===== config.mk =====
export PLATFORM = sky130hd
export DESIGN_NAME = sdpbg_top
export DESIGN_NICKNAME = d
export VERILOG_FILES = /design/src/sdpbg_pkg.sv /design/src/sdpbg_top.sv
export SDC_FILE = /design/constraint.sdc
export NUM_CORES = 1
export LEC_CHECK = 0
export BUFFER_PORTS_ARGS = -buffer_cell sky130_fd_sc_hd__buf_4
export CAP_MARGIN = 25
export CORE_MARGIN = 3
export CORE_UTILIZATION = 48
export CTS_BUF_LIST = sky130_fd_sc_hd__clkbuf_2
export DETAILED_ROUTE_END_ITERATION = 10
export GPL_ROUTABILITY_DRIVEN = 0
export MAX_ROUTING_LAYER = met4
export PLACE_DENSITY = 0.95
export SLEW_MARGIN = 20
export SYNTH_ARGS = -nofsm -noshare
export SYNTH_HDL_FRONTEND = slang
export SYNTH_SLANG_ARGS = --single-unit

===== constraint.sdc =====
create_clock -name CLK_SYS -period 3.2 [get_ports CLK_SYS]
set_input_delay 0 -clock CLK_SYS [delete_from_list [all_inputs] [get_ports CLK_SYS]]
set_output_delay 0 -clock CLK_SYS [all_outputs]
set_load 0.02 [all_outputs]

===== src/sdpbg_pkg.sv =====
// package of constants and types for the sd power and block-gap control block
`default_nettype none
package sdpbg_pkg;

  // ************************************************************
  // register indices and byte addresses
  // ************************************************************
  localparam logic [7:0] IDX_CARD_POWER_CONTROL = 8'h29;
  localparam logic [7:0] IDX_BLOCK_GAP_CONTROL = 8'h2A;
  localparam logic [7:0] IDX_EVENT_STATUS = 8'h30;
  localparam logic [7:0] IDX_EVENT_MASK = 8'h31;
  localparam int ADDR_W = 10;
  localparam logic [9:0] ADDR_CARD_POWER_CONTROL = {IDX_CARD_POWER_CONTROL, 2'h0};
  localparam logic [9:0] ADDR_BLOCK_GAP_CONTROL = {IDX_BLOCK_GAP_CONTROL, 2'h0};
  localparam logic [9:0] ADDR_EVENT_STATUS = {IDX_EVENT_STATUS, 2'h0};
  localparam logic [9:0] ADDR_EVENT_MASK = {IDX_EVENT_MASK, 2'h0};

  // ************************************************************
  // field layouts and reset values
  // ************************************************************
  typedef struct packed {
    logic [3:0] rsvd;
    logic [2:0] volt_sel;
    logic bus_power;
  } sdpbg_power_t;

  typedef struct packed {
    logic [3:0] rsvd;
    logic intr_at_gap;
    logic read_wait_en;
    logic cont;
    logic stop;
  } sdpbg_gap_t;

  localparam logic [2:0] VOLT_3V3 = 3'h7;
  localparam logic [2:0] VOLT_3V0 = 3'h6;
  localparam logic [2:0] VOLT_1V8 = 3'h5;
  localparam sdpbg_power_t POWER_RESET = '{rsvd: 4'h0, volt_sel: VOLT_3V0, bus_power: 1'b0};
  localparam sdpbg_gap_t GAP_RESET = '{rsvd: 4'h0, intr_at_gap: 1'b0, read_wait_en: 1'b0, cont: 1'b0, stop: 1'b0};

  // event status bits
  localparam int EV_W = 3;
  localparam int EV_CARD_INT = 0;
  localparam int EV_POWER_OFF = 1;
  localparam int EV_RESTARTED = 2;
  localparam logic [2:0] EV_RESET = 3'h0;

  // ************************************************************
  // bus encodings and bus-side state
  // ************************************************************
  localparam logic [1:0] HTRANS_NONSEQ = 2'h2;
  localparam logic HRESP_OKAY = 1'b0;

  typedef enum logic [1:0] {
    SDPBG_IDLE = 2'b00,
    SDPBG_WR = 2'b01,
    SDPBG_RD_WAIT = 2'b11,
    SDPBG_RD_DONE = 2'b10
  } sdpbg_bus_st_t;

  typedef struct packed {
    logic [9:0] addr;
    logic write;
  } sdpbg_req_t;

endpackage
`default_nettype wire


===== src/sdpbg_top.sv =====
// sd host power, voltage select and block-gap control with ahb-lite register slave
//
// The AHB-Lite slave port was chosen for this implementation.
`timescale 1ns/1ps
`default_nettype none

// Notes on behaviour
// - voltage code 7/6/5 valid, resets to 6
// - no card clears bus power automatically
// - interrupt-at-gap bit enables gap interrupt detection
// - gap interrupt only honoured in 4-bit mode
// - read wait enabled pauses reads on data line 2
// - read wait off stops sd clock, no commands
// - suspend/resume offered only with read wait on
// - clear stop, set continue restarts transfer
// - read restart clears continue on data-active rise
// - write restart clears continue on write-active rise
// - upper nibbles reserved: gap reads zero, power resets zero
// - width setting 1 means 4-bit, 0 means 1-bit
module sdpbg_top
(
  input wire logic CLK_SYS,
  input wire logic RST_B,
  input wire logic HSEL,
  input wire logic [31:0] HADDR,
  input wire logic [1:0] HTRANS,
  input wire logic HWRITE,
  input wire logic [2:0] HSIZE,
  input wire logic [31:0] HWDATA,
  input wire logic HREADY,
  output logic [31:0] HRDATA,
  output logic HREADYOUT,
  output logic HRESP,
  output logic IRQ,
  input wire logic CARD_DETECT,
  input wire logic DATA_WIDTH_4BIT,
  input wire logic DAT_LINE_ACTIVE,
  input wire logic WRITE_XFER_ACTIVE,
  input wire logic XFER_IS_WRITE,
  input wire logic MULTI_BLOCK,
  input wire logic IN_BLOCK_GAP,
  input wire logic HALTED_AT_GAP,
  input wire logic HOLD_READ_DATA,
  input wire logic SD_CLK,
  input wire logic CARD_DAT1_IN,
  output logic CARD_DAT2_OUT,
  output logic CARD_DAT2_OE,
  output logic SD_CLK_STOP,
  output logic CMD_ALLOWED,
  output logic SUSPEND_RESUME_OK,
  output logic BUS_POWER_EN,
  output logic [2:0] BUS_VOLT_SEL,
  output logic STOP_AT_GAP,
  output logic CONTINUE_REQ
);

  // ************************************************************
  // pin synchronisers
  // ************************************************************
  logic card_s1_r;
  logic card_s2_r;
  logic clk_s1_r;
  logic clk_s2_r;
  logic clk_s3_r;
  logic dat1_s1_r;
  logic dat1_s2_r;

  always_ff @(posedge CLK_SYS)
  begin
    if (!RST_B)
    begin
      card_s1_r <= 1'b0;
      card_s2_r <= 1'b0;
      clk_s1_r <= 1'b0;
      clk_s2_r <= 1'b0;
      clk_s3_r <= 1'b0;
      dat1_s1_r <= 1'b1;
      dat1_s2_r <= 1'b1;
    end
    else
    begin
      card_s1_r <= CARD_DETECT;
      card_s2_r <= card_s1_r;
      clk_s1_r <= SD_CLK;
      clk_s2_r <= clk_s1_r;
      clk_s3_r <= clk_s2_r;
      dat1_s1_r <= CARD_DAT1_IN;
      dat1_s2_r <= dat1_s1_r;
    end
  end

  logic sdclk_rise;
  logic sdclk_fall;
  assign sdclk_rise = clk_s2_r & ~clk_s3_r;
  assign sdclk_fall = ~clk_s2_r & clk_s3_r;
  // ************************************************************
  // ahb-lite slave
  // ************************************************************
  // reads take one wait state so a read right after a write sees the new value
  sdpbg_pkg::sdpbg_bus_st_t bus_st_r;
  sdpbg_pkg::sdpbg_bus_st_t bus_st_nxt;
  sdpbg_pkg::sdpbg_req_t req_r;
  logic addr_phase;
  logic wr_commit;
  logic rd_capture;

  assign addr_phase = HSEL & HREADY & (HTRANS == sdpbg_pkg::HTRANS_NONSEQ);
  assign wr_commit = (bus_st_r == sdpbg_pkg::SDPBG_WR);
  assign rd_capture = (bus_st_r == sdpbg_pkg::SDPBG_RD_WAIT);
  always_comb
  begin
    bus_st_nxt = sdpbg_pkg::SDPBG_IDLE;
    case (bus_st_r)
      sdpbg_pkg::SDPBG_RD_WAIT: bus_st_nxt = sdpbg_pkg::SDPBG_RD_DONE;
      sdpbg_pkg::SDPBG_IDLE, sdpbg_pkg::SDPBG_WR, sdpbg_pkg::SDPBG_RD_DONE:
      begin
        if (addr_phase)
          bus_st_nxt = HWRITE ? sdpbg_pkg::SDPBG_WR : sdpbg_pkg::SDPBG_RD_WAIT;
      end
      default: bus_st_nxt = sdpbg_pkg::SDPBG_IDLE;
    endcase
  end

  always_ff @(posedge CLK_SYS)
  begin
    if (!RST_B)
    begin
      bus_st_r <= sdpbg_pkg::SDPBG_IDLE;
      req_r <= '0;
    end
    else
    begin
      bus_st_r <= bus_st_nxt;
      if (addr_phase)
        req_r <= '{addr: HADDR[9:0], write: HWRITE};
    end
  end

  assign HREADYOUT = ~rd_capture;
  assign HRESP = sdpbg_pkg::HRESP_OKAY;
  logic wr_power;
  logic wr_gap;
  logic wr_mask;
  logic rd_status;
  assign wr_power = wr_commit & (req_r.addr == sdpbg_pkg::ADDR_CARD_POWER_CONTROL);
  assign wr_gap = wr_commit & (req_r.addr == sdpbg_pkg::ADDR_BLOCK_GAP_CONTROL);
  assign wr_mask = wr_commit & (req_r.addr == sdpbg_pkg::ADDR_EVENT_MASK);
  assign rd_status = rd_capture & (req_r.addr == sdpbg_pkg::ADDR_EVENT_STATUS);
  // ************************************************************
  // card power control
  // ************************************************************
  sdpbg_pkg::sdpbg_power_t power_r;
  sdpbg_pkg::sdpbg_power_t wr_pwr_val;
  logic volt_code_ok;
  logic power_drop;
  assign wr_pwr_val = sdpbg_pkg::sdpbg_power_t'(HWDATA[7:0]);
  assign volt_code_ok = (wr_pwr_val.volt_sel == sdpbg_pkg::VOLT_3V3) |
                        (wr_pwr_val.volt_sel == sdpbg_pkg::VOLT_3V0) |
                        (wr_pwr_val.volt_sel == sdpbg_pkg::VOLT_1V8);
  // power event fires when an enabled supply is cut by card loss
  assign power_drop = power_r.bus_power & ~card_s2_r;

  always_ff @(posedge CLK_SYS)
  begin
    if (!RST_B)
      power_r <= sdpbg_pkg::POWER_RESET;
    else
    begin
      if (wr_power)
      begin
        power_r.rsvd <= wr_pwr_val.rsvd;
        // reserved voltage codes are refused so the rail never sees an undefined level
        if (volt_code_ok)
          power_r.volt_sel <= wr_pwr_val.volt_sel;
      end
      if (!card_s2_r)
        power_r.bus_power <= 1'b0;
      else if (wr_power)
        power_r.bus_power <= wr_pwr_val.bus_power;
    end
  end

  assign BUS_POWER_EN = power_r.bus_power;
  assign BUS_VOLT_SEL = power_r.volt_sel;
  // ************************************************************
  // block gap control
  // ************************************************************
  sdpbg_pkg::sdpbg_gap_t gap_r;
  sdpbg_pkg::sdpbg_gap_t wr_gap_val;
  logic dat_act_d_r;
  logic wr_act_d_r;
  logic restart_seen;
  logic cont_accept;
  assign wr_gap_val = sdpbg_pkg::sdpbg_gap_t'(HWDATA[7:0]);
  assign restart_seen = gap_r.cont &
                        ((~XFER_IS_WRITE & DAT_LINE_ACTIVE & ~dat_act_d_r) |
                         (XFER_IS_WRITE & WRITE_XFER_ACTIVE & ~wr_act_d_r));
  // continue only takes hold on a transfer parked at the gap with stop released
  assign cont_accept = wr_gap & wr_gap_val.cont & ~wr_gap_val.stop & HALTED_AT_GAP;

  always_ff @(posedge CLK_SYS)
  begin
    if (!RST_B)
    begin
      dat_act_d_r <= 1'b0;
      wr_act_d_r <= 1'b0;
    end
    else
    begin
      dat_act_d_r <= DAT_LINE_ACTIVE;
      wr_act_d_r <= WRITE_XFER_ACTIVE;
    end
  end

  always_ff @(posedge CLK_SYS)
  begin
    if (!RST_B)
      gap_r <= sdpbg_pkg::GAP_RESET;
    else
    begin
      if (wr_gap)
      begin
        gap_r.intr_at_gap <= wr_gap_val.intr_at_gap;
        gap_r.read_wait_en <= wr_gap_val.read_wait_en;
        gap_r.stop <= wr_gap_val.stop;
      end
      gap_r.rsvd <= 4'h0;
      if (cont_accept)
        gap_r.cont <= 1'b1;
      else if (restart_seen)
        gap_r.cont <= 1'b0;
    end
  end

  assign STOP_AT_GAP = gap_r.stop;
  assign CONTINUE_REQ = gap_r.cont & ~gap_r.stop;
  assign SUSPEND_RESUME_OK = gap_r.read_wait_en;
  // ************************************************************
  // read wait and card interrupt on the sd link
  // ************************************************************
  logic dat2_drive_r;
  logic clk_stop_r;
  logic card_int_hit;
  // line 2 changes after a falling sd clock edge so the card samples it stable
  always_ff @(posedge CLK_SYS)
  begin
    if (!RST_B)
      dat2_drive_r <= 1'b0;
    else if (sdclk_fall)
      dat2_drive_r <= HOLD_READ_DATA & gap_r.read_wait_en;
  end

  always_ff @(posedge CLK_SYS)
  begin
    if (!RST_B)
      clk_stop_r <= 1'b0;
    else
      clk_stop_r <= HOLD_READ_DATA & ~gap_r.read_wait_en;
  end

  assign CARD_DAT2_OUT = 1'b0;
  assign CARD_DAT2_OE = dat2_drive_r;
  assign SD_CLK_STOP = clk_stop_r;
  assign CMD_ALLOWED = ~clk_stop_r;
  // card pulls line 1 low in the gap to signal; 1-bit mode ignores the enable
  assign card_int_hit = sdclk_rise & ~dat1_s2_r & gap_r.intr_at_gap &
                        DATA_WIDTH_4BIT & MULTI_BLOCK & IN_BLOCK_GAP;

  // ************************************************************
  // event status, mask and interrupt
  // ************************************************************
  logic [sdpbg_pkg::EV_W-1:0] ev_status_r;
  logic [sdpbg_pkg::EV_W-1:0] ev_mask_r;
  logic [sdpbg_pkg::EV_W-1:0] ev_set;

  assign ev_set[sdpbg_pkg::EV_CARD_INT] = card_int_hit;
  assign ev_set[sdpbg_pkg::EV_POWER_OFF] = power_drop;
  assign ev_set[sdpbg_pkg::EV_RESTARTED] = restart_seen;
  // a new event in the clearing read survives: set wins over clear
  always_ff @(posedge CLK_SYS)
  begin
    if (!RST_B)
      ev_status_r <= sdpbg_pkg::EV_RESET;
    else if (rd_status)
      ev_status_r <= ev_set;
    else
      ev_status_r <= ev_status_r | ev_set;
  end

  always_ff @(posedge CLK_SYS)
  begin
    if (!RST_B)
      ev_mask_r <= sdpbg_pkg::EV_RESET;
    else if (wr_mask)
      ev_mask_r <= HWDATA[sdpbg_pkg::EV_W-1:0];
  end

  always_ff @(posedge CLK_SYS)
  begin
    if (!RST_B)
      IRQ <= 1'b0;
    else
      IRQ <= |(ev_status_r & ev_mask_r);
  end

  // ************************************************************
  // read data
  // ************************************************************
  logic [31:0] rd_mux;
  always_comb
  begin
    rd_mux = 32'h0000_0000;
    case (req_r.addr)
      sdpbg_pkg::ADDR_CARD_POWER_CONTROL: rd_mux = {24'h00_0000, power_r};
      sdpbg_pkg::ADDR_BLOCK_GAP_CONTROL: rd_mux = {24'h00_0000, 4'h0, gap_r[3:0]};
      sdpbg_pkg::ADDR_EVENT_STATUS: rd_mux = {29'h0000_0000, ev_status_r};
      sdpbg_pkg::ADDR_EVENT_MASK: rd_mux = {29'h0000_0000, ev_mask_r};
      default: rd_mux = 32'h0000_0000;
    endcase
  end

  always_ff @(posedge CLK_SYS)
  begin
    if (!RST_B)
      HRDATA <= 32'h0000_0000;
    else if (rd_capture)
      HRDATA <= rd_mux;
  end

endmodule
`default_nettype wire


==> impl_results.md <==
- Hold Fails Final Rpt: 0
- First-pass GRT wire length: between 8000 and 9000 um
- CTS tree: yes
- Later-pin clock latency in the skew report: 0.45 ns
- IO Port Bufs: 55
- Seq/Total Area, Yosys: 45.0%
- Total CTS buffers: 5
- Crit path DAT: roughly 2.7 ns
- Fin cells: 382
- Ys async rst share: 0%
- GRT overflow: 0
- Crit start category: flip-flop
- Pwr Total: 1.03 mW
- Warnings from Yosys: 0
- Number of synthesized flops with an enable pin: 0
- Place WS: 1.33 ns
- Leakage: 1.30 nW
- F_max: 427 MHz
- Initial DRC Count: ~160
- Pre-Repair DR Iteration Count: 4
- Post-Syn Area per Cell: 9.15 sq um
- Synth area leader: dfxtp_1
- Routed WL: 5260 um
- Synth area leaders: dfxtp_1 (45%), buf_4 (10%), mux2i_1 (6.3%), nand2_1 (4.6%), nor2_1 (4.6%)
- WL/cell: 13.8 um
- Layout Nets: 414
- Worst hold path type: primary input to flip-flop
- Post-DP HPWL: approximately 3700 um
- Clock Tree Root: clkbuf_2
- CTS clk-pin slew, worst paths: 0.25 ns
- Die ar.: 5480 sq um
- # rows: 24
- CTS sink cnt: 50
- Worst setup margin: about 0.86 ns
- WP data required: roughly 3.6 ns
- Vias in the first global route: roughly 2k
- Setup CP Type: flip-flop to flip-flop
- Setup TNS: 0 ns
- Seq cells post-synth: 50
- P per Cell Area: around 350 nW/um^2
- Minimum clock period: 2.34 ns
- Register area: 1000 sq um
- Max H-tree Level: 2
- Max Cap Violations: 0
- Area occupied by multi-input gates: 1030 sq um
- Peak VDD IR: just over 200 uV
- Postcts setup bufs: 0
- Worst-Margin Slew: 0.602 ns
- Layout cells sized above 1: ~22%
- Post-synth top area share: 45.0%
- Post-route cell area: 2950 sq um
- Area post-placement: 2550 sq um
- Max Transition Viols Final: 0
- RSZ-0062 raised after global routing: false
- Max clock buf depth: 2
- Filler Cell Count: 340
- Overall die height: 74.1 um
- Most numerous cell in the Yosys netlist: dfxtp_1
- Post-route ant nets: 0
- Synth top cells by count: dfxtp_1 (50), buf_4 (30), nand2_1 (27), nor2_1 (27)
- Die X: 74.1 um
- IO Pins: 131
- Slew HR: 59.8%
- Final worst-path cycle share: 73.1%
- Largest net degree at the start of global routing: 30
- Detailed-route via count: 1,989
- Ant. Diodes: 0
- Initial antenna violation count: 0
- GRT Util Overall: a little over a fifth
- Vias per Instance: 5.21
- Cell Count Post-Placement: 338
- Primary FF master, synth: dfxtp_1
- Residual DRC: 0
- Layout area overhead: 32.8%
- Initial Utilization: 50.4%
- Status: finished clean
- Final setup fails: 0
- Clock Skew: between 0.02 and 0.025 ns
- Core Area: roughly 4400 sq um
- Synthesized cell area: 2220 sq um
- Critical path capture point type: flip-flop
- Post-synthesis cell count: 243
- Yosys cell types: 38
- Critical Path Fanout Max: 10
## area by class of cell
cell class	count	share of cell area [%]
Multi-Input combinational cell	173	35.0
Sequential cell	50	33.9
Timing Repair Buffer	92	26.4
Tap cell	52	2.20
Inverter	7	0.890
Clock buffer	5	0.847
Clock inverter	3	0.720
## per-stage QoR
stage | utilization, % | hold WS (ns)
3_3_place_gp | 57.7 | 0.183
3_5_place_dp | 57.7 | 0.188
5_1_grt | 66.9 | 0.143
6_report | 66.9 | 0.100
2_1_floorplan | - | 0.101
4_1_cts | 66.9 | 0.0872
## layout by cell type (no fill, tap or decap), drive strengths merged, types with 2 or more instances in the layout
master | netlist | layout
nand2b | 2 | 2
o211ai | 2 | 2
clkbuf | 7 | 5
o21ai | 6 | 6
conb | 1 | 26
a21oi | 14 | 14
nor4b | 4 | 4
nand3 | 4 | 4
nand2 | 28 | 28
a22oi | 9 | 9
dlygate4sd3 | 0 | 36
clkinv | 2 | 4
mux2i | 14 | 14
and2 | 8 | 8
o32ai | 2 | 2
and4 | 2 | 2
or3 | 2 | 2
nand4b | 2 | 2
dfxtp | 50 | 50
inv | 5 | 5
buf | 31 | 56
o22a | 3 | 3
and4b | 2 | 2
nand4 | 5 | 5
nor2b | 4 | 4
nor2 | 27 | 27
## timing repair
action / in CTS / in global routing
resized for setup: 0 / 0
endpoints found under the setup margin: 0 / 0
hold buffers: 36 / 0
endpoints found under the hold margin: 41 / 0
## cells by family (layout without fill, tap and decap cells)
logic type      Yosys count  count (layout)  share of synthesized area (%)
compound gates           40              40                           11.6
simple gates             93              93                           24.2
other cells               1              26                          0.169
mux                      14              14                           6.30
buf+inv                  45             107                           12.7
flops                    50              50                           45.0
## per-layer routing
| metal | wire, um | share of wire, % | up-vias | GRT usage, % |
|---|---|---|---|---|
| met1 | 2050 | 39 | 950 | 24.2 |
| met4 | 129 | 2.5 | 0 | 9.86 |
| li1 | - | - | 955 | - |
| met3 | 293 | 5.6 | 14 | 3.78 |
| met5 | 0 | 0 | - | - |
| met2 | 2790 | 53 | 70 | 35.7 |
## worst max-delay path, stage by stage, from the launching register on
cell and delay, ns:
dfxtp_1 0.65, nor4b_4 0.50, nand4_4 0.31, mux2i_1 0.23, nor2_1 0.05, dlygate4sd3_1 0.54
## worst paths after layout
check,endpoint,startpoint,slack [ns],cells after the start
worst max-delay path,BUS_POWER_EN,req_r[3],0.86,5
worst min-delay path,req_r[10],HTRANS[0],0.1,4
worst min register to register,HRDATA[3],HRDATA[3],0.47,2
worst max register to register,BUS_POWER_EN,req_r[3],0.86,5
## state kept, by name, summed over array words and instances (netlist names), 2 cells and up
name and flops:
HRDATA 8, power_r 4, ev_mask_r 3, gap_r 2
bus_st_r 2, req_r 10, BUS_VOLT_SEL 3, ev_status_r 3
## power by group
group	internal, mW	total, mW	switching (mW)
combinational	0.0670	0.134	0.0673
sequential	0.633	0.640	0.00647
clock	0.0536	0.256	0.202
total	0.754	1.03	0.276
No activity file was read; power rests on OpenSTA's default activity.
